==> src/design/homing_pkg.sv <==
// Constants and types shared by the homing sequencer files
// What this block does
// - Method select value picks one trajectory
// - Search and limit reversals run fast, return legs slow
// - M25 on switch: CCW slow, reverse, stop
// - M25 CW side: CW limit, reverse, stop
// - M26 CCW side: slow on switch, stop
// - M26/M27 on switch: CW slow, stop release
// - M26 CW side: limit, reverse, slow CW
// - M27 CCW side: CCW limit, reverse, release
// - M27 CW side: CCW fast, slow CW
// - M28 CCW side: limit, CW, CCW, reactivation
// - M28 on switch: CW, reverse, reactivation
// - M28 CW side: CCW fast, stop on switch
// - M29 CCW side: limit, reverse, stop switch
// - M29 on switch: CCW, reverse CW, reactivation
// - M29 CW side: pass switch, CW slow
// - M30 CCW side: limit, CW, CCW slow
// - M30 on switch: CCW slow, stop release
// - M30 CW side: CCW fast, then slow
// - Reserved methods produce no motion at all
// - M33: CCW, stop at first index pulse
// - M34: CW, stop at first index pulse
// - M35: current position becomes origin, no motion
package homing_pkg;

  // Port widths
  localparam int METHOD_W = 6;
  localparam int SPEED_W = 16;
  localparam int POS_W = 32;

  // Method select values handled here
  localparam logic [METHOD_W-1:0] M25 = 6'h19;
  localparam logic [METHOD_W-1:0] M26 = 6'h1A;
  localparam logic [METHOD_W-1:0] M27 = 6'h1B;
  localparam logic [METHOD_W-1:0] M28 = 6'h1C;
  localparam logic [METHOD_W-1:0] M29 = 6'h1D;
  localparam logic [METHOD_W-1:0] M30 = 6'h1E;
  localparam logic [METHOD_W-1:0] M31 = 6'h1F;
  localparam logic [METHOD_W-1:0] M32 = 6'h20;
  localparam logic [METHOD_W-1:0] M33 = 6'h21;
  localparam logic [METHOD_W-1:0] M34 = 6'h22;
  localparam logic [METHOD_W-1:0] M35 = 6'h23;

  // Bit positions in the synchronised input vector
  localparam int IN_HOME = 0;
  localparam int IN_CWL = 1;
  localparam int IN_CCWL = 2;
  localparam int IN_INDEX = 3;
  localparam int IN_STEP = 4;
  localparam int IN_DIR = 5;
  localparam int IN_W = 6;

  // Finishing plan: kind, direction and speed of first leg
  localparam logic [1:0] KIND_STOP = 2'h0;
  localparam logic [1:0] KIND_FALL = 2'h1;
  localparam logic [1:0] KIND_FALL_RISE = 2'h2;
  localparam logic DIR_CW = 1'b1;
  localparam logic DIR_CCW = 1'b0;
  localparam logic SPD_FAST = 1'b1;
  localparam logic SPD_SLOW = 1'b0;
  localparam int PLAN_SPD = 0;
  localparam int PLAN_DIR = 1;
  localparam int PLAN_KIND_LSB = 2;
  localparam int PLAN_KIND_MSB = 3;

  localparam logic [3:0] PLAN_STOP = {KIND_STOP, DIR_CCW, SPD_SLOW};
  localparam logic [3:0] PLAN_F_CW_S = {KIND_FALL, DIR_CW, SPD_SLOW};
  localparam logic [3:0] PLAN_F_CCW_S = {KIND_FALL, DIR_CCW, SPD_SLOW};
  localparam logic [3:0] PLAN_FR_CW_S = {KIND_FALL_RISE, DIR_CW, SPD_SLOW};
  localparam logic [3:0] PLAN_FR_CCW_S =
    {KIND_FALL_RISE, DIR_CCW, SPD_SLOW};
  localparam logic [3:0] PLAN_FR_CW_F = {KIND_FALL_RISE, DIR_CW, SPD_FAST};
  localparam logic [3:0] PLAN_FR_CCW_F =
    {KIND_FALL_RISE, DIR_CCW, SPD_FAST};

  // Reset and step values
  localparam logic [POS_W-1:0] POS_ZERO = 32'h0000_0000;
  localparam logic [POS_W-1:0] POS_ONE = 32'h0000_0001;
  localparam logic [SPEED_W-1:0] SPEED_ZERO = 16'h0000;

  // Sequencer states
  typedef enum logic [2:0] {
    S_IDLE = 3'h0,
    S_SEARCH = 3'h1,
    S_REVERSE = 3'h2,
    S_LEG1 = 3'h3,
    S_LEG2 = 3'h4,
    S_INDEX = 3'h5,
    S_DONE = 3'h6,
    S_FAULT = 3'h7
  } state_t;

endpackage : homing_pkg

==> src/design/homing_sequencer.sv <==
// Homing sequencer: methods 25 to 35 of the servo drive
`timescale 1ns/10ps
module homing_sequencer
  import homing_pkg::*;
(
  input wire logic clk_in,
  input wire logic rst_in,
  input wire logic home_request_in,
  input wire logic [METHOD_W-1:0] homing_method_select_in,
  input wire logic [SPEED_W-1:0] homing_fast_speed_in,
  input wire logic [SPEED_W-1:0] homing_slow_speed_in,
  input wire logic home_switch_in,
  input wire logic cw_limit_in,
  input wire logic ccw_limit_in,
  input wire logic enc_index_in,
  input wire logic enc_step_in,
  input wire logic enc_dir_cw_in,
  output logic motion_enable_out,
  output logic dir_cw_out,
  output logic [SPEED_W-1:0] speed_cmd_out,
  output logic homing_busy_out,
  output logic homing_done_out,
  output logic homing_fault_out,
  output logic [POS_W-1:0] position_out
);

  // Plan when the move starts on the home switch
  function automatic logic [3:0] plan_on_switch(
    input logic [METHOD_W-1:0] m
  );
    case (m)
      M25: plan_on_switch = PLAN_FR_CCW_S;
      M26: plan_on_switch = PLAN_F_CW_S;
      M27: plan_on_switch = PLAN_F_CW_S;
      M28: plan_on_switch = PLAN_FR_CW_S;
      M29: plan_on_switch = PLAN_FR_CCW_S;
      M30: plan_on_switch = PLAN_F_CCW_S;
      default: plan_on_switch = PLAN_STOP;
    endcase
  endfunction : plan_on_switch

  // Plan when the fast search meets the switch head-on
  function automatic logic [3:0] plan_search_hit(
    input logic [METHOD_W-1:0] m
  );
    case (m)
      M25: plan_search_hit = PLAN_FR_CW_F;
      M26: plan_search_hit = PLAN_F_CW_S;
      M27: plan_search_hit = PLAN_F_CW_S;
      M28: plan_search_hit = PLAN_STOP;
      M29: plan_search_hit = PLAN_FR_CCW_F;
      M30: plan_search_hit = PLAN_F_CCW_S;
      default: plan_search_hit = PLAN_STOP;
    endcase
  endfunction : plan_search_hit

  // Plan when the switch is met after a limit reversal
  function automatic logic [3:0] plan_reverse_hit(
    input logic [METHOD_W-1:0] m
  );
    case (m)
      M25: plan_reverse_hit = PLAN_STOP;
      M26: plan_reverse_hit = PLAN_F_CW_S;
      M27: plan_reverse_hit = PLAN_F_CW_S;
      M28: plan_reverse_hit = PLAN_FR_CW_S;
      M29: plan_reverse_hit = PLAN_STOP;
      M30: plan_reverse_hit = PLAN_F_CCW_S;
      default: plan_reverse_hit = PLAN_STOP;
    endcase
  endfunction : plan_reverse_hit

  // Initial search direction of a switch method
  function automatic logic search_dir(
    input logic [METHOD_W-1:0] m
  );
    // Methods 25 and 26 look clockwise first
    search_dir = (m == M25 || m == M26) ? DIR_CW : DIR_CCW;
  endfunction : search_dir

  // Limit lying ahead in the direction of travel
  function automatic logic limit_ahead(
    input logic dir_cw,
    input logic cwl,
    input logic ccwl
  );
    limit_ahead = dir_cw ? cwl : ccwl;
  endfunction : limit_ahead

  // Synchronised pin levels and edges
  logic [IN_W-1:0] pin_raw;
  logic [IN_W-1:0] pin_lvl;
  logic [IN_W-1:0] pin_rise;
  logic [IN_W-1:0] pin_fall;

  // State and working registers
  state_t state_r;
  state_t state_nxt;
  logic [METHOD_W-1:0] method_r;
  logic [METHOD_W-1:0] method_nxt;
  logic dir_r;
  logic dir_nxt;
  logic fast_r;
  logic fast_nxt;
  // Whether the first leg is followed by a return leg
  logic two_leg_r;
  logic two_leg_nxt;
  logic finish;
  logic take_req;

  // Output registers
  logic motion_r;
  logic dir_cmd_r;
  logic [SPEED_W-1:0] speed_r;
  logic busy_r;
  logic done_r;
  logic fault_r;
  logic [POS_W-1:0] pos_r;

  // Decoded helpers
  wire sw_lvl = pin_lvl[IN_HOME];
  wire sw_rise = pin_rise[IN_HOME];
  wire sw_fall = pin_fall[IN_HOME];
  wire idx_rise = pin_rise[IN_INDEX];
  wire step_rise = pin_rise[IN_STEP];
  wire step_cw = pin_lvl[IN_DIR];
  wire lim_hit = limit_ahead(dir_r, pin_lvl[IN_CWL], pin_lvl[IN_CCWL]);
  wire state_idle = state_r == S_IDLE || state_r == S_DONE ||
    state_r == S_FAULT;
  wire sel_switch = homing_method_select_in >= M25 &&
    homing_method_select_in <= M30;
  wire sel_reserved = homing_method_select_in == M31 ||
    homing_method_select_in == M32;
  wire moving_nxt = state_nxt == S_SEARCH || state_nxt == S_REVERSE ||
    state_nxt == S_LEG1 || state_nxt == S_LEG2 ||
    state_nxt == S_INDEX;
  wire [3:0] on_plan = plan_on_switch(homing_method_select_in);
  wire [3:0] srch_plan = plan_search_hit(method_r);
  wire [3:0] rev_plan = plan_reverse_hit(method_r);
  // Plan chosen by the state in which the switch was met
  wire [3:0] hit_plan = (state_r == S_SEARCH) ? srch_plan : rev_plan;
  wire [1:0] hit_kind = hit_plan[PLAN_KIND_MSB:PLAN_KIND_LSB];
  wire [1:0] on_kind = on_plan[PLAN_KIND_MSB:PLAN_KIND_LSB];
  wire [SPEED_W-1:0] speed_sel =
    fast_nxt ? homing_fast_speed_in : homing_slow_speed_in;

  // Requests are only taken when no move is under way
  assign take_req = home_request_in && state_idle;

  // All switch, limit and encoder pins pass the two-stage synchroniser
  assign pin_raw[IN_HOME] = home_switch_in;
  assign pin_raw[IN_CWL] = cw_limit_in;
  assign pin_raw[IN_CCWL] = ccw_limit_in;
  assign pin_raw[IN_INDEX] = enc_index_in;
  assign pin_raw[IN_STEP] = enc_step_in;
  assign pin_raw[IN_DIR] = enc_dir_cw_in;

  pin_sync #(
    .W(IN_W)
  ) u_pin_sync (
    .clk_in(clk_in),
    .rst_in(rst_in),
    .async_in(pin_raw),
    .level_out(pin_lvl),
    .rise_out(pin_rise),
    .fall_out(pin_fall)
  );

  // Next-state logic of the trajectory engine
  always_comb
  begin
    state_nxt = state_r;
    method_nxt = method_r;
    dir_nxt = dir_r;
    fast_nxt = fast_r;
    two_leg_nxt = two_leg_r;
    finish = 1'b0;
    case (state_r)
      S_IDLE, S_DONE, S_FAULT:
      begin
        if (take_req)
        begin
          method_nxt = homing_method_select_in;
          if (sel_reserved)
          begin
            // Nothing moves, nothing is zeroed
            state_nxt = S_IDLE;
          end
          else if (homing_method_select_in == M35)
          begin
            // Origin taken where the axis stands
            finish = 1'b1;
            state_nxt = S_DONE;
          end
          else if (homing_method_select_in == M33)
          begin
            state_nxt = S_INDEX;
            dir_nxt = DIR_CCW;
            fast_nxt = SPD_SLOW;
          end
          else if (homing_method_select_in == M34)
          begin
            state_nxt = S_INDEX;
            dir_nxt = DIR_CW;
            fast_nxt = SPD_SLOW;
          end
          else if (sel_switch && sw_lvl)
          begin
            // Already on the switch: slow leg at once
            state_nxt = S_LEG1;
            dir_nxt = on_plan[PLAN_DIR];
            fast_nxt = on_plan[PLAN_SPD];
            two_leg_nxt = on_kind == KIND_FALL_RISE;
          end
          else if (sel_switch)
          begin
            state_nxt = S_SEARCH;
            dir_nxt = search_dir(homing_method_select_in);
            fast_nxt = SPD_FAST;
          end
          else
          begin
            // Methods outside this block stay idle
            state_nxt = S_IDLE;
          end
        end
      end
      S_SEARCH, S_REVERSE:
      begin
        if (sw_rise && hit_kind == KIND_STOP)
        begin
          finish = 1'b1;
          state_nxt = S_DONE;
        end
        else if (sw_rise)
        begin
          state_nxt = S_LEG1;
          dir_nxt = hit_plan[PLAN_DIR];
          fast_nxt = hit_plan[PLAN_SPD];
          two_leg_nxt = hit_kind == KIND_FALL_RISE;
        end
        else if (lim_hit && state_r == S_SEARCH)
        begin
          // Limit ahead turns the search around
          state_nxt = S_REVERSE;
          dir_nxt = ~dir_r;
          fast_nxt = SPD_FAST;
        end
        else if (lim_hit)
        begin
          // Second limit means no switch was found
          state_nxt = S_FAULT;
        end
      end
      S_LEG1:
      begin
        if (sw_fall && two_leg_r)
        begin
          // Back onto the switch slowly
          state_nxt = S_LEG2;
          dir_nxt = ~dir_r;
          fast_nxt = SPD_SLOW;
        end
        else if (sw_fall)
        begin
          finish = 1'b1;
          state_nxt = S_DONE;
        end
        else if (lim_hit)
        begin
          state_nxt = S_FAULT;
        end
      end
      S_LEG2:
      begin
        if (sw_rise)
        begin
          finish = 1'b1;
          state_nxt = S_DONE;
        end
        else if (lim_hit)
        begin
          state_nxt = S_FAULT;
        end
      end
      S_INDEX:
      begin
        if (idx_rise)
        begin
          // First index edge is the origin
          finish = 1'b1;
          state_nxt = S_DONE;
        end
        else if (lim_hit)
        begin
          state_nxt = S_FAULT;
        end
      end
      default:
      begin
        state_nxt = S_IDLE;
      end
    endcase
  end

  // Trajectory state registers
  always_ff @(posedge clk_in)
  begin
    if (rst_in)
    begin
      state_r <= S_IDLE;
      method_r <= '0;
      dir_r <= DIR_CCW;
      fast_r <= SPD_SLOW;
      two_leg_r <= 1'b0;
    end
    else
    begin
      state_r <= state_nxt;
      method_r <= method_nxt;
      dir_r <= dir_nxt;
      fast_r <= fast_nxt;
      two_leg_r <= two_leg_nxt;
    end
  end

  // Motion command registers, zero speed when stopped
  always_ff @(posedge clk_in)
  begin
    if (rst_in)
    begin
      motion_r <= 1'b0;
      dir_cmd_r <= DIR_CCW;
      speed_r <= SPEED_ZERO;
      busy_r <= 1'b0;
    end
    else
    begin
      motion_r <= moving_nxt;
      dir_cmd_r <= dir_nxt;
      speed_r <= moving_nxt ? speed_sel : SPEED_ZERO;
      busy_r <= moving_nxt;
    end
  end

  // Done held until the next request; fault likewise
  always_ff @(posedge clk_in)
  begin
    if (rst_in)
    begin
      done_r <= 1'b0;
      fault_r <= 1'b0;
    end
    else
    begin
      // Finishing wins over the clear of the same cycle
      done_r <= finish | (done_r & ~take_req);
      fault_r <= (state_nxt == S_FAULT) & ~finish;
    end
  end

  // Position counter; the origin zero wins over a step
  always_ff @(posedge clk_in)
  begin
    if (rst_in)
    begin
      pos_r <= POS_ZERO;
    end
    else if (finish)
    begin
      pos_r <= POS_ZERO;
    end
    else if (step_rise)
    begin
      pos_r <= step_cw ? pos_r + POS_ONE : pos_r - POS_ONE;
    end
  end

  // Outputs straight from flip-flops
  assign motion_enable_out = motion_r;
  assign dir_cw_out = dir_cmd_r;
  assign speed_cmd_out = speed_r;
  assign homing_busy_out = busy_r;
  assign homing_done_out = done_r;
  assign homing_fault_out = fault_r;
  assign position_out = pos_r;

endmodule : homing_sequencer

==> src/design/pin_sync.sv <==
// Two-stage pin synchroniser with edge detection
`timescale 1ns/10ps
module pin_sync #(
  parameter int W = 1
) (
  input wire logic clk_in,
  input wire logic rst_in,
  input wire logic [W-1:0] async_in,
  output logic [W-1:0] level_out,
  output logic [W-1:0] rise_out,
  output logic [W-1:0] fall_out
);

  // First stage, only the second stage reads it
  logic [W-1:0] meta_r;
  // Second stage, safe to use
  logic [W-1:0] sync_r;
  // Previous sync value for edges
  logic [W-1:0] prev_r;

  // Shift chain, cleared on reset
  always_ff @(posedge clk_in)
  begin
    if (rst_in)
    begin
      meta_r <= '0;
      sync_r <= '0;
      prev_r <= '0;
    end
    else
    begin
      meta_r <= async_in;
      sync_r <= meta_r;
      prev_r <= sync_r;
    end
  end

  // Edges from the stable stages only
  assign level_out = sync_r;
  assign rise_out = sync_r & ~prev_r;
  assign fall_out = ~sync_r & prev_r;

endmodule : pin_sync

==> config.mk <==
export PLATFORM = sky130hd
export DESIGN_NAME = homing_sequencer
export DESIGN_NICKNAME = d
export VERILOG_FILES = /design/src/design/homing_pkg.sv /design/src/design/homing_sequencer.sv /design/src/design/pin_sync.sv
export SDC_FILE = /design/constraint.sdc
export NUM_CORES = 1
export LEC_CHECK = 0
export ABC_AREA = 1
export BUFFER_PORTS_ARGS = -buffer_cell sky130_fd_sc_hd__buf_2
export CELL_PAD_IN_SITES_DETAIL_PLACEMENT = 1
export CELL_PAD_IN_SITES_GLOBAL_PLACEMENT = 1
export CORE_MARGIN = 2
export CORE_UTILIZATION = 39
export CTS_BUF_LIST = sky130_fd_sc_hd__clkbuf_16
export DETAILED_ROUTE_END_ITERATION = 16
export PLACE_DENSITY = 0.79
export SKIP_LAST_GASP = 1
export SLEW_MARGIN = 5
export SYNTH_ARGS = -nofsm -noshare
export SYNTH_HDL_FRONTEND = slang
export SYNTH_SLANG_ARGS = --single-unit
==> constraint.sdc <==
create_clock -name clk_in -period 3.5 [get_ports clk_in]
set_input_delay 0.35 -clock clk_in [delete_from_list [all_inputs] [get_ports clk_in]]
set_output_delay 0.35 -clock clk_in [all_outputs]
set_load 0.05 [all_outputs]
Word-level counts from Yosys, hierarchy flattened
Index checks and enable logic that the tools add are counted.
Widths: inputs -> output; s select.
{"block": "classes", "reduce_logical": 28, "muxes": 66, "order_cmp": 2, "eq_ne": 43, "addsub": 2, "bitwise_logic": 11}
{"cell": "$eq 6x5->1 const B", "n": 13}
{"cell": "$mux 1", "n": 41}
{"cell": "$mux 3", "n": 13}
{"cell": "$add 32x1->32 const B", "n": 1}
{"cell": "$mux 32", "n": 1}
{"cell": "$pmux 4 s4", "n": 2}
{"cell": "$sub 32x1->32 const B", "n": 1}
{"cell": "$eq 6x6->1 const B", "n": 4}
{"cell": "$eq 3x3->1 const B", "n": 7}
{"cell": "$ne 2x2->1 const B", "n": 9}
{"cell": "$mux 16", "n": 1}
{"cell": "$pmux 3 s5", "n": 1}
{"cell": "$eq 3x2->1 const B", "n": 4}
{"cell": "$pmux 4 s3", "n": 1}
{"cell": "$reduce_or 2->1", "n": 6}
{"cell": "$reduce_and 9->1", "n": 1}
{"cell": "$logic_or 1x1->1", "n": 8}
{"cell": "$reduce_and 8->1", "n": 1}
{"cell": "$eq 3x1->1 const B", "n": 2}
{"cell": "$ge 6x5->1 const B", "n": 1}
{"cell": "$le 6x5->1 const B", "n": 1}
{"cell": "$logic_and 1x1->1", "n": 6}
{"cell": "$pmux 1 s3", "n": 2}
{"cell": "$and 5x5->5", "n": 1}
{"cell": "other kinds (17)", "n": 24}
{"block": "totals", "register_bits": 80, "input_bits": 47, "output_inout_bits": 53, "word_cells": 165}

Longest topological paths before layout
Gate-level depths: netlist of the first run.
{"block": "logic_depth", "depth_word": 17, "mapped_depth": 15, "depth_no_buf": 14}

Modules after synthesis
Synthesis of the first run repeated with hierarchy kept, for this count alone.
{"block": "hier_totals", "cells_unflattened": 941, "hier_area_um2": 5835.6}
{"mod": "homing_sequencer", "area_per_inst_um2": 5246.3, "seq_area_each_um2": 1261.2, "cells_per_inst": 867, "n_inst": 1}
{"mod": "pin_sync", "area_per_inst_um2": 589.3, "seq_area_each_um2": 360.3, "cells_per_inst": 74, "n_inst": 1}

Least setup slack after synthesis of the first run
Ideal clock, no wire load.
{"block": "synth_timing", "path_type": "register -> register", "from": "register u_pin_sync.sync_r[5], in the netlist u_pin_sync.level_out[5]", "to": "register pos_r[22], in the netlist position_out[22]", "slack_ns": 1.009, "required_time_ns": 3.391, "stages_incl_launch_ff": 12, "arrival_ns": 2.382, "synth_period_minus_slack_ns": 2.491, "setup_time_ns": 0.109, "n_path_buf": 0, "cell_sequence": "dfxtp_1 > inv_1 > ha_1 > a21oi_1 > o21ai_1 > a21boi_0 > o21ai_1 > and2_1 > o21bai_1 > nand3_1 > nand2_1 > inv_1"}
{"block": "synth_via", "elab_chain_cells": 1}
{"item": "start, declared", "line_no": "pin_sync.sv:17", "source": "logic [W-1:0] sync_r;"}
{"item": "start signal, assigned", "line_no": "pin_sync.sv:33", "source": "sync_r <= meta_r;"}
{"item": "$mux 32", "line_no": "homing_sequencer.sv:374", "source": "pos_r <= step_cw ? pos_r + POS_ONE : pos_r - POS_ONE;"}
{"item": "end signal, assigned", "line_no": "homing_sequencer.sv:374"}
{"item": "end, declared", "line_no": "homing_sequencer.sv:117", "source": "logic [POS_W-1:0] pos_r;"}
No other way between the ends.
A chain may end at the register's enable or synchronous reset.

Final worst setup path of the first run
{"block": "layout_timing", "from": "register u_pin_sync.sync_r[5], in the netlist u_pin_sync.level_out[5]", "to": "register pos_r[26], in the netlist position_out[26]"}
The elaborated chain is that of the path after synthesis.

==> impl_results.md, run 1 <==
- Final critical-path share of the clock period: 82.6%
- Worst Path Class, Setup: flop to flop
- Total grt overflow: 0
- Slack of the worst reg-to-reg path: 610 ps
- Area Overhead vs Synth: 18.1%
- Top post-synthesis cells by area: sky130_fd_sc_hd__dfxtp_1, sky130_fd_sc_hd__nand2_1, sky130_fd_sc_hd__a21oi_1
- Number of clock buffers inserted by TritonCTS: 9
- Root Driver: sky130_fd_sc_hd__clkbuf_16
- Worst reg2reg startpoint: u_pin_sync.level_out[5]$_SDFF_PP0_
- Leakage dissipation: 0.00333 uW
- CTS sink count: 78
- Final period demand of the worst path: 2890 ps
- Cell area after synthesis: 5420 um2
- Fraction of power spent switching nets: 47.8%
- Accumulated negative setup slack: 0 ps
- Cell count after synthesis: 859
- Most used routing layer: met2
- Final Hold Violating Endpoints: 0
- DRC violation total after the first TritonRoute iteration: 280
- Wire length of the first global-routing pass: 28200 um
- Commonest cells after routing, fill and taps aside: sky130_fd_sc_hd__nand2_1, sky130_fd_sc_hd__nor2_1, sky130_fd_sc_hd__a21oi_1, sky130_fd_sc_hd__buf_2, sky130_fd_sc_hd__inv_1
- H-tree Lvls: 3
- Outcome: completed
- Number of cells traversed by the worst register-to-register path: 11
- Post-CTS Resized: 0
- Via count of the first global-routing pass: 5862
- Post-synth ARST share: 0%
- Final HPWL DP: 13400 um
- Die span in x: 122 um
- Worst-Skew Late Latency: 350 ps
- Fraction of synthesized cell area taken by the top area cell type: 28.8%
- Number of nets in the synthesized netlist: 937
- Largest net degree at the start of global routing: 51
- Die height: 122 um
- FF+latch count, synth: 78
- RSZ-0062 raised after global routing: no
- Number of top-level design ports: 100
- Longest Clk Path Bufs: 2
- Average wire per cell in the routed design: 14.9 um
- Count of antenna diodes in the layout: 0
- End point of the most critical hold path: u_pin_sync.meta_r[4]$_SDFF_PP0_
- Max-slew headroom: 33.7%
- Initial antenna violation count: 0
- Max_cap viols: 0
- Required @ worst endpoint: 3750 ps
- Highest fanout seen on the critical path: 17
- Cell count of the worst hold path: 3
- Antenna violation net count after detailed routing: 0
- Post-route worst hold slack: 202 ps
- Die Outline Area: 14800 um2
- Final slew viol count: 0
- Number of flops mapped to enable cells by yosys: 0
- Via count: 5888
- TritonCTS clock tree: yes
- Main flop type after synthesis: sky130_fd_sc_hd__dfxtp_1
- Data arrival time of the critical path: 3140 ps
- Clock Skew: 9.30 ps
- Hold buffers post-CTS: 0
- GR Util All Layers: 23.8%
- Met2 track demand over resource: 40.3%
- Ratio of routed vias to standard cells: 5.17
- Initial cell density of the core: 39.5%
- GR Layer Usage met1: 30.0%
- Share of power burned in registers: 25.6%
- Routability cong.: 0.918
- Final routed wirelength across all metal layers: 17000 um
- Slew at the pin closest to its max-slew limit: 992 ps
- Comb power frac: 51.5%
- Synthesized area per cell: 6.31 um2
- Proportion of layout cells with a drive suffix above 1: 16.3%
- Reg-to-reg critical path endpoint: position_out[26]$_SDFFE_PP0P_
- Switch Pwr: 2110 uW
- CP startpoint kind: flop
- Peak ir drop on the vdd network: 0.000486 V
- Netlist cell types: 42
- Final setup violation count: 0
- Clock group share of total power: 22.9%
- Ys Warns: 0
- Hold path startpoint: enc_step_in
- Highest Clock Rate: 346 MHz
- Category of the worst setup path capture point: flop
- Sequential area share after synthesis: 28.8%
- Buffers added on ports: 99
- Internal power component: 2300 uW
- Setup fix buffers added after clock tree synthesis: 0
- Met3 track demand over resource in global routing: 5.52%
- Class of the worst hold path: input port to flop
- Standard cell core area: 13700 um2
- Net count reported at finish: 1032
- Router iterations before antenna repair: 5
- Residual DRC count: 0
- Clock transition at the registers of the reported paths: 60 ps
- Post-layout util: 46.6%
- Leading cell type in the layout, fill and taps excluded: sky130_fd_sc_hd__nand2_1
- Cell accounting for the most synthesized area: sky130_fd_sc_hd__dfxtp_1
- Power per standard cell area: 689 nW/um2
- Number of rows in the core area: 43
[state kept, by name, summed over array words and instances, names as in the netlist, 3 cells and up]
register              flops
u_pin_sync.level_out      6
speed_cmd_out            16
method_r                  6
state_r                   3
u_pin_sync.prev_r         3
position_out             32
u_pin_sync.meta_r         6
[power by group through the flow]
stage	registers [uW]	logic [uW]	clock network (uW)
6_report	1130	2270	1010
3_5_place_dp	1150	2260	0
3_3_place_gp	1140	2230	0
4_1_cts	1130	2270	1050
5_1_grt	1140	2550	1080
2_1_floorplan	1420	1510	0
[Yosys cell counts, drive strengths merged (2+ instances only)]
cell type and count:
nor4 3, dfxtp 78, buf 7, o21a 5, inv 95, a21oi 99
o21bai 5, or2 7, nor2 142, and2 2, clkbuf 13, nand3b 16
ha 30, nand4 11, nand3 58, a21boi 2, a21o 2, xor2 4
xnor2 4, o21ai 56, nor3 6, nand2 205
[final cells by class]
type	count	area, um2
clock buffer	9	225
inverter	96	360
timing repair buffer	104	533
sequential	78	1560
clock inverter	6	88.8
fill	1876	7320
multi-input combinational	665	3400
tap	180	225
[per-layer routing]
metal / part of all wire (%) / wire (um)
met5: 0 / 0
met4: 1.8 / 304
met3: 4.7 / 803
met2: 47 / 7990
met1: 46 / 7890
[worst max-delay path, stage by stage (launching register included)]
cell and delay, ps:
sky130_fd_sc_hd__dfxtp_1 340, sky130_fd_sc_hd__inv_1 280, sky130_fd_sc_hd__ha_1 490, sky130_fd_sc_hd__nand2_1 110
sky130_fd_sc_hd__o21ai_1 330, sky130_fd_sc_hd__a21boi_0 280, sky130_fd_sc_hd__o21ai_0 480, sky130_fd_sc_hd__nand2_1 180
sky130_fd_sc_hd__nand4_1 110, sky130_fd_sc_hd__nand3_1 70, sky130_fd_sc_hd__nand2_1 70, sky130_fd_sc_hd__inv_1 30
[cells by family (layout without fill, tap and decap cells)]
logic type,Yosys count,after routing,synth area share [%]
simple gates,452,452,36.9
buf+inv,116,215,8.52
fa+ha+maj,31,31,7.30
flops,78,78,28.8
compound gates,174,174,17.1
xor+xnor,8,8,1.29
[per-stage QoR]
step / area, um2 / std cells / total power, uW / setup slack [ps]
after CTS: 6390 / 1138 / 4450 / 654
after global placement: 6080 / 1123 / 3370 / 724
after global routing: 6390 / 1138 / 4780 / 334
after detailed placement: 6080 / 1123 / 3400 / 682
after floorplan: 5420 / 859 / 2930 / 1010
final: 6390 / 1138 / 4410 / 611
[worst max-delay path by stage]
stage / startpoint / to / cells after the start / slack [ps]
after floorplan: u_pin_sync.level_out[5]$_SDFF_PP0_ / position_out[22]$_SDFFE_PP0P_ / 11 / 1010
after global routing: u_pin_sync.level_out[5]$_SDFF_PP0_ / position_out[29]$_SDFFE_PP0P_ / 13 / 330
after global placement: u_pin_sync.level_out[5]$_SDFF_PP0_ / position_out[28]$_SDFFE_PP0P_ / 13 / 720
final: u_pin_sync.level_out[5]$_SDFF_PP0_ / position_out[26]$_SDFFE_PP0P_ / 11 / 610
after CTS: u_pin_sync.level_out[5]$_SDFF_PP0_ / position_out[26]$_SDFFE_PP0P_ / 11 / 650
after detailed placement: u_pin_sync.level_out[5]$_SDFF_PP0_ / position_out[10]$_SDFFE_PP0P_ / 9 / 680
(Power assumes the default switching activity.)
==> inputs of run 2 (changes only) <==
--- a/config.mk
+++ b/config.mk
@@ -5,15 +5,15 @@
 export SDC_FILE = /design/constraint.sdc
 export NUM_CORES = 1
 export LEC_CHECK = 0
-export ABC_AREA = 1
+export ABC_AREA = 0
 export BUFFER_PORTS_ARGS = -buffer_cell sky130_fd_sc_hd__buf_2
 export CELL_PAD_IN_SITES_DETAIL_PLACEMENT = 1
 export CELL_PAD_IN_SITES_GLOBAL_PLACEMENT = 1
 export CORE_MARGIN = 2
-export CORE_UTILIZATION = 39
+export CORE_UTILIZATION = 41
 export CTS_BUF_LIST = sky130_fd_sc_hd__clkbuf_16
 export DETAILED_ROUTE_END_ITERATION = 16
-export PLACE_DENSITY = 0.79
+export PLACE_DENSITY = 0.78
 export SKIP_LAST_GASP = 1
 export SLEW_MARGIN = 5
 export SYNTH_ARGS = -nofsm -noshare
==> constraint.sdc (replaced) <==
create_clock -name clk_in -period 2.9 [get_ports clk_in]
set_input_delay 0.29 -clock clk_in [delete_from_list [all_inputs] [get_ports clk_in]]
set_output_delay 0.29 -clock clk_in [all_outputs]
set_load 0.05 [all_outputs]
==> impl_results.md, run 2 <==
- Wire length of the first global-routing pass: 26600 um (-5.7%)
- FF+latch count, synth: 78 (unchanged)
- Root Driver: sky130_fd_sc_hd__clkbuf_16
- Die span in x: 114 um (-6.3%)
- Antenna violation net count after detailed routing: 0 (unchanged)
- Number of flops mapped to enable cells by yosys: 0 (unchanged)
- Placed standard-cell area: 6120 um2 (+0.72%)
- Netlist cell types: 73 (+74%)
- Count of antenna diodes in the layout: 0 (unchanged)
- Max-slew headroom: 36.9% (+3.2 points)
- Routability cong.: 0.961 (+4.6%)
- Number of nets in the synthesized netlist: 680 (-27%)
- Leading cell type in the layout, fill and taps excluded: sky130_fd_sc_hd__buf_2
- Synthesized area per cell: 8.26 um2 (+31%)
- DRC violation total after the first TritonRoute iteration: 262 (-6.4%)
- Ys Warns: 0 (unchanged)
- Proportion of layout cells with a drive suffix above 1: 31.6% (+15 points)
- Buffers added on ports: 99 (unchanged)
- Required @ worst endpoint: 3130 ps (-620 ps)
- Final period demand of the worst path: 2860 ps (-25.1 ps)
- Synth top cells by count: sky130_fd_sc_hd__dfxtp_1, sky130_fd_sc_hd__nand2_1, sky130_fd_sc_hd__a21oi_1
- Outcome: completed
- Post-route worst hold slack: 148 ps (-54.0 ps)
- Clock Skew: 9.85 ps (+0.550 ps)
- Via count: 5356 (-9.0%)
- Ratio of routed vias to standard cells: 5.87 (+13%)
- Highest Clock Rate: 349 MHz (+0.88%)
- Final slew viol count: 0 (unchanged)
- Number of rows in the core area: 40 (-7.0%)
- Number of clock buffers inserted by TritonCTS: 9 (unchanged)
- Slew at the pin closest to its max-slew limit: 946 ps (-45.5 ps)
- Post-layout util: 55.6% (+9.0 points)
- CP max stage cell: sky130_fd_sc_hd__ha_1
- Cell area after synthesis: 4970 um2 (-8.2%)
- Final setup violation count: 0 (unchanged)
- Leakage dissipation: 0.00296 uW (-11%)
- GR Util All Layers: 25.3% (+1.5 points)
- Worst stage delay on the critical path: 340 ps (-150 ps)
- Final routed wirelength across all metal layers: 17300 um (+1.8%)
- Data arrival time of the critical path: 3100 ps (-40 ps)
- Final critical-path share of the clock period: 98.8% (+16 points)
- Class of the worst hold path: input port to flop
- Fin worst setup slack: 35.8 ps (-575 ps)
- Commonest cells after routing, fill and taps aside: sky130_fd_sc_hd__buf_2, sky130_fd_sc_hd__dfxtp_1, sky130_fd_sc_hd__buf_4
- Category of the worst setup path capture point: flop
- Most frequently used cell type in the post-synthesis netlist: sky130_fd_sc_hd__dfxtp_1
- Final HPWL DP: 12000 um (-10%)
- CP startpoint kind: flop
- Post-synth ARST share: 0% (unchanged)
- Cells traversed along the worst timing path: inv_2 > buf_12 > buf_4 > ha_1 > a21oi_2 > o211ai_1 > and3_1 > buf_4 > o21a_1 > a31o_2 > a31oi_1 > xor2_1 > o21ai_0
- Main flop type after synthesis: sky130_fd_sc_hd__dfxtp_1
- Final instance area: 6630 um2 (+3.6%)
- Peak ir drop on the vdd network: 0.000331 V (-32%)
- Router iterations before antenna repair: 5 (unchanged)
- Die height: 114 um (-6.3%)
- Average wire per cell in the routed design: 18.9 um (+27%)
- Initial antenna violation count: 0 (unchanged)
- Area Overhead vs Synth: 33.2%
- DP Worst Slack: -82.0 ps (-764 ps)
- Via count of the first global-routing pass: 5587 (-4.7%)
- Area of the multi-input gates: 3390 um2 (-0.33%)
- Largest net degree at the start of global routing: 30 (-41%)
- Number of top-level design ports: 100 (unchanged)
- Worst-Skew Late Latency: 360 ps (about the same)
- CTS sink count: 78 (unchanged)
- Max_cap viols: 0 (unchanged)
- Total grt overflow: 0 (unchanged)
- Net count reported at finish: 839 (-19%)
- Number of fill cells in the layout: 1441 (-23%)
- Worst Path Class, Setup: flop to flop
- Longest Clk Path Bufs: 2 (unchanged)
- Fraction of synthesized cell area taken by the top area cell type: 31.4% (+2.6 points)
- H-tree Lvls: 3 (unchanged)
- Max FFs per register: 32 (unchanged)
- Power per standard cell area: 655 nW/um2 (-5.0%)
- Clock transition at the registers of the reported paths: 60 ps (about the same)
- TritonCTS clock tree: yes
- Standard cell core area: 11900 um2 (-13%)
- Library cell appearing most often on the critical path: sky130_fd_sc_hd__buf_4
- Sequential Area: 1560 um2 (about the same)
- Initial cell density of the core: 41.8% (+2.3 points)
- Die Outline Area: 13000 um2 (-12%)
- Highest fanout seen on the critical path: 10 (-7)
- Final Hold Violating Endpoints: 0 (unchanged)
- Cell accounting for the most synthesized area: sky130_fd_sc_hd__dfxtp_1
- Residual DRC count: 0 (unchanged)
- Sequential area share after synthesis: 31.4% (+2.6 points)
- Cell count after synthesis: 602 (-30%)
- Top post-synthesis cells by area: sky130_fd_sc_hd__dfxtp_1, sky130_fd_sc_hd__ha_1, sky130_fd_sc_hd__a21oi_1
run 2: layer usage:
metal | vias up | global-route usage, % | wire (um) | part of all wire (%)
met1 | 2624 | 29.1 | 6950 | 40
met4 | 0 | 9.19 | 329 | 1.9
li1 | 2530 | - | - | -
met2 | 176 | 47.2 | 9200 | 53
met3 | 26 | 3.86 | 812 | 4.7
met5 | - | 0 | 0 | 0
run 2: final timing paths:
check                           cells after the start  slack [ps]                            endpoint                                from
worst min register to register                      1         440  u_pin_sync.level_out[3]$_SDFF_PP0_     u_pin_sync.meta_r[3]$_SDFF_PP0_
worst max register to register                     13          40       position_out[25]$_SDFFE_PP0P_  u_pin_sync.level_out[5]$_SDFF_PP0_
worst min-delay path                                2         150     u_pin_sync.meta_r[5]$_SDFF_PP0_                       enc_dir_cw_in
worst max-delay path                               13          40       position_out[25]$_SDFFE_PP0P_  u_pin_sync.level_out[5]$_SDFF_PP0_
run 2: where the power goes:
group	total, uW	switching (uW)	internal [uW]
combinational	1810	1100	710
clock	1260	505	757
sequential	1260	87.7	1180
run 2: kinds of logic after synthesis:
family / synth area share [%]
DFF: 31.4
AOI/OAI and AO/OA: 24.6
adders and majority gates: 7.95
buffers and inverters: 3.85
xor gates and xnor gates: 2.82
muxes: 5.06
and+or+nand+nor: 24.3
run 2: cell type report:
type / count / area share (%)
inverter: 15 / 0.850
clock inverter: 7 / 1.47
tap: 147 / 2.78
multi-input combinational: 483 / 51.1
timing repair buffer: 174 / 16.8
clock buffer: 9 / 3.40
sequential: 78 / 23.6
run 2: per-stage QoR:
step           TNS [ps]  power (uW)  instances
4_1_cts           -30.5        4260        912
3_3_place_gp          0        2900        896
3_5_place_dp       -113        2960        896
5_1_grt            -158        4550        913
2_1_floorplan      -264        2410        602
6_report              0        4340        913
run 2: timing repair:
| action | 4_1_cts | 5_1_grt |
|---|---|---|
| gates cloned | 0 | 0 |
| hold buffers | 0 | 0 |
| hold endpoints to repair | 0 | 0 |
| endpoints found under the setup margin | 4 | 14 |
| buffers inserted | 0 | 2 |
| pin swaps | 0 | 5 |
| gates resized for setup | 6 | 27 |
run 2: critical path: cells and delay by family, from the launching register on:
family	cells	cell delay [ps]
xor+xnor	1	180
flops	1	330
simple gates	1	250
compound gates	6	1150
fa+ha+maj	1	340
buf+inv	4	490
==> inputs of run 3 (changes only) <==
--- a/config.mk
+++ b/config.mk
@@ -13,7 +13,8 @@
 export CORE_UTILIZATION = 41
 export CTS_BUF_LIST = sky130_fd_sc_hd__clkbuf_16
 export DETAILED_ROUTE_END_ITERATION = 16
-export PLACE_DENSITY = 0.78
+export GPL_TIMING_DRIVEN = 0
+export PLACE_DENSITY_LB_ADDON = 0.1
 export SKIP_LAST_GASP = 1
 export SLEW_MARGIN = 5
 export SYNTH_ARGS = -nofsm -noshare
==> impl_results.md, run 3 (synthesis gave the netlist of run 2 again) <==
- Slew at the pin closest to its max-slew limit: 708 ps (-238 ps)
- Via count of the first global-routing pass: 5162 (-7.6%)
- Net count reported at finish: 807 (-3.8%)
- RSZ-0062 raised after global routing: yes
- DRC violation total after the first TritonRoute iteration: 176 (-33%)
- Peak ir drop on the vdd network: 0.000353 V (+6.5%)
- Placed Cells: 847 (-5.5%)
- Max_cap viols: 0 (unchanged)
- Area Overhead vs Synth: 26.6%
- Highest fanout seen on the critical path: 6 (-4)
- Leakage dissipation: 0.00273 uW (-8.0%)
- Max-slew headroom: 52.7% (+16 points)
- TritonCTS clock tree: yes
- Ratio of routed vias to standard cells: 5.69 (-2.9%)
- CTS sink count: 78 (unchanged)
- Commonest cells after routing, fill and taps aside: sky130_fd_sc_hd__buf_2, sky130_fd_sc_hd__dfxtp_1, sky130_fd_sc_hd__nand2_1
- Slack of the worst reg-to-reg path: -10 ps (-50 ps)
- Longest Clk Path Bufs: 2 (unchanged)
- Number of clock buffers inserted by TritonCTS: 9 (unchanged)
- Required @ worst endpoint: 3160 ps (+30 ps)
- Power per standard cell area: 645 nW/um2 (-1.5%)
- Data arrival time of the critical path: 3170 ps (+70 ps)
- H-tree Lvls: 3 (unchanged)
- Router iterations before antenna repair: 4 (-1)
- Routability cong.: 0.920 (-4.2%)
- Die height: 114 um (unchanged)
- Die span in x: 114 um (unchanged)
- Clock Skew: 8.70 ps (-1.16 ps)
- Buffers added on ports: 98 (-1.0%)
- Standard cell core area: 11900 um2 (unchanged)
- Via count: 5011 (-6.4%)
- Number of standard cells in the final layout excluding fillers: 880 (-3.6%)
- Average wire per cell in the routed design: 17.8 um (-6.2%)
- Proportion of layout cells with a drive suffix above 1: 27.0% (-4.6 points)
- Number of rows in the core area: 40 (unchanged)
- Worst-Skew Late Latency: 350 ps (about the same)
- Total grt overflow: 0 (unchanged)
- Final HPWL DP: 11200 um (-6.2%)
- Outcome: complete, but fails checks
- GR Util All Layers: 24.3% (-1.0 points)
- Die Outline Area: 13000 um2 (unchanged)
- DP Worst Slack: -1100 ps (-1010 ps)
- Post-layout util: 52.9% (-2.8 points)
- Worst Path Class, Setup: flop to flop
- Final slew viol count: 0 (unchanged)
- Fin worst setup slack: -11.8 ps (-47.6 ps)
- Initial cell density of the core: 41.8% (unchanged)
- Final critical-path share of the clock period: 100% (+1.6 points)
- Post-route worst hold slack: 152 ps (+3.86 ps)
- Largest net degree at the start of global routing: 14 (-53%)
- Residual DRC count: 0 (unchanged)
- Final setup violation count: 1 (+1)
- Count of antenna diodes in the layout: 0 (unchanged)
- Class of the worst hold path: input port to flop
- Highest Clock Rate: 343 MHz (-1.6%)
- Final Hold Violating Endpoints: 0 (unchanged)
- Category of the worst setup path capture point: flop
- Number of top-level design ports: 100 (unchanged)
- Failing checks: negative setup slack
- Placed standard-cell area: 5650 um2 (-7.8%)
- Wire length of the first global-routing pass: 25200 um (-5.2%)
- Final routed wirelength across all metal layers: 15600 um (-9.6%)
- Antenna violation net count after detailed routing: 0 (unchanged)
- Final period demand of the worst path: 2910 ps (+47.6 ps)
- Initial antenna violation count: 0 (unchanged)
- Max FFs per register: 32 (unchanged)
- Final instance area: 6300 um2 (-5.0%)
- Leading cell type in the layout, fill and taps excluded: sky130_fd_sc_hd__buf_2
- CP startpoint kind: flop
- Clock transition at the registers of the reported paths: 60 ps (about the same)
- Root Driver: sky130_fd_sc_hd__clkbuf_16
-- run 3: final cells by class --
class,count,area [um2]
clock buffer,9,225
tap,147,184
timing repair buffer,115,626
buffer,26,135
clock inverter,6,63.8
inverter,15,60.1
fill,1473,5610
timing repair inverter,1,7.51
multi-input combinational,483,3430
sequential,78,1570
-- run 3: critical path: stages, from the launching register on --
cell and delay [ps]:
sky130_fd_sc_hd__dfxtp_4 360, sky130_fd_sc_hd__clkinvlp_4 180, sky130_fd_sc_hd__buf_4 200, sky130_fd_sc_hd__ha_1 400
sky130_fd_sc_hd__o211ai_1 160, sky130_fd_sc_hd__o211ai_1 310, sky130_fd_sc_hd__and3_4 290, sky130_fd_sc_hd__o21a_1 240
sky130_fd_sc_hd__a31o_2 200, sky130_fd_sc_hd__a31oi_2 110, sky130_fd_sc_hd__xor2_1 170, sky130_fd_sc_hd__o21ai_0 200
-- run 3: where the power goes --
group	switching [uW]	internal, uW
Clock	480	662
Combinational	1050	622
Sequential	72.0	1180
-- run 3: final timing paths --
kind | from | endpoint | depth (start not counted)
worst max-delay path | u_pin_sync.level_out[5]$_SDFF_PP0_ | position_out[25]$_SDFFE_PP0P_ | 11
worst min-delay path | enc_step_in | u_pin_sync.meta_r[4]$_SDFF_PP0_ | 2
worst max register to register | u_pin_sync.level_out[5]$_SDFF_PP0_ | position_out[25]$_SDFFE_PP0P_ | 11
worst min register to register | u_pin_sync.meta_r[3]$_SDFF_PP0_ | u_pin_sync.level_out[3]$_SDFF_PP0_ | 1
-- run 3: layer usage --
metal,GRT usage [%],part of all wire (%),routed length (um),up-vias
met5,0,0,0,-
met4,8.78,1.8,286,0
met3,3.97,2.9,449,26
met2,46.0,53,8360,93
met1,27.3,42,6540,2428
li1,-,-,-,2464
-- run 3: stage by stage --
| step | power [uW] | TNS [ps] |
|---|---|---|
| finish | 4060 | -11.8 |
| global route | 4280 | -771 |
| CTS | 4040 | 0 |
| detailed placement | 2760 | -14540 |
| global placement | 2720 | -13380 |
| floorplan | 2410 | -264 |
-- run 3: repair_timing --
action	4_1_cts	5_1_grt
pin swaps	8	4
endpoints found under the setup margin	25	19
hold buffers	0	0
gates resized for setup	42	9
cloned	1	0
buffers inserted	15	2
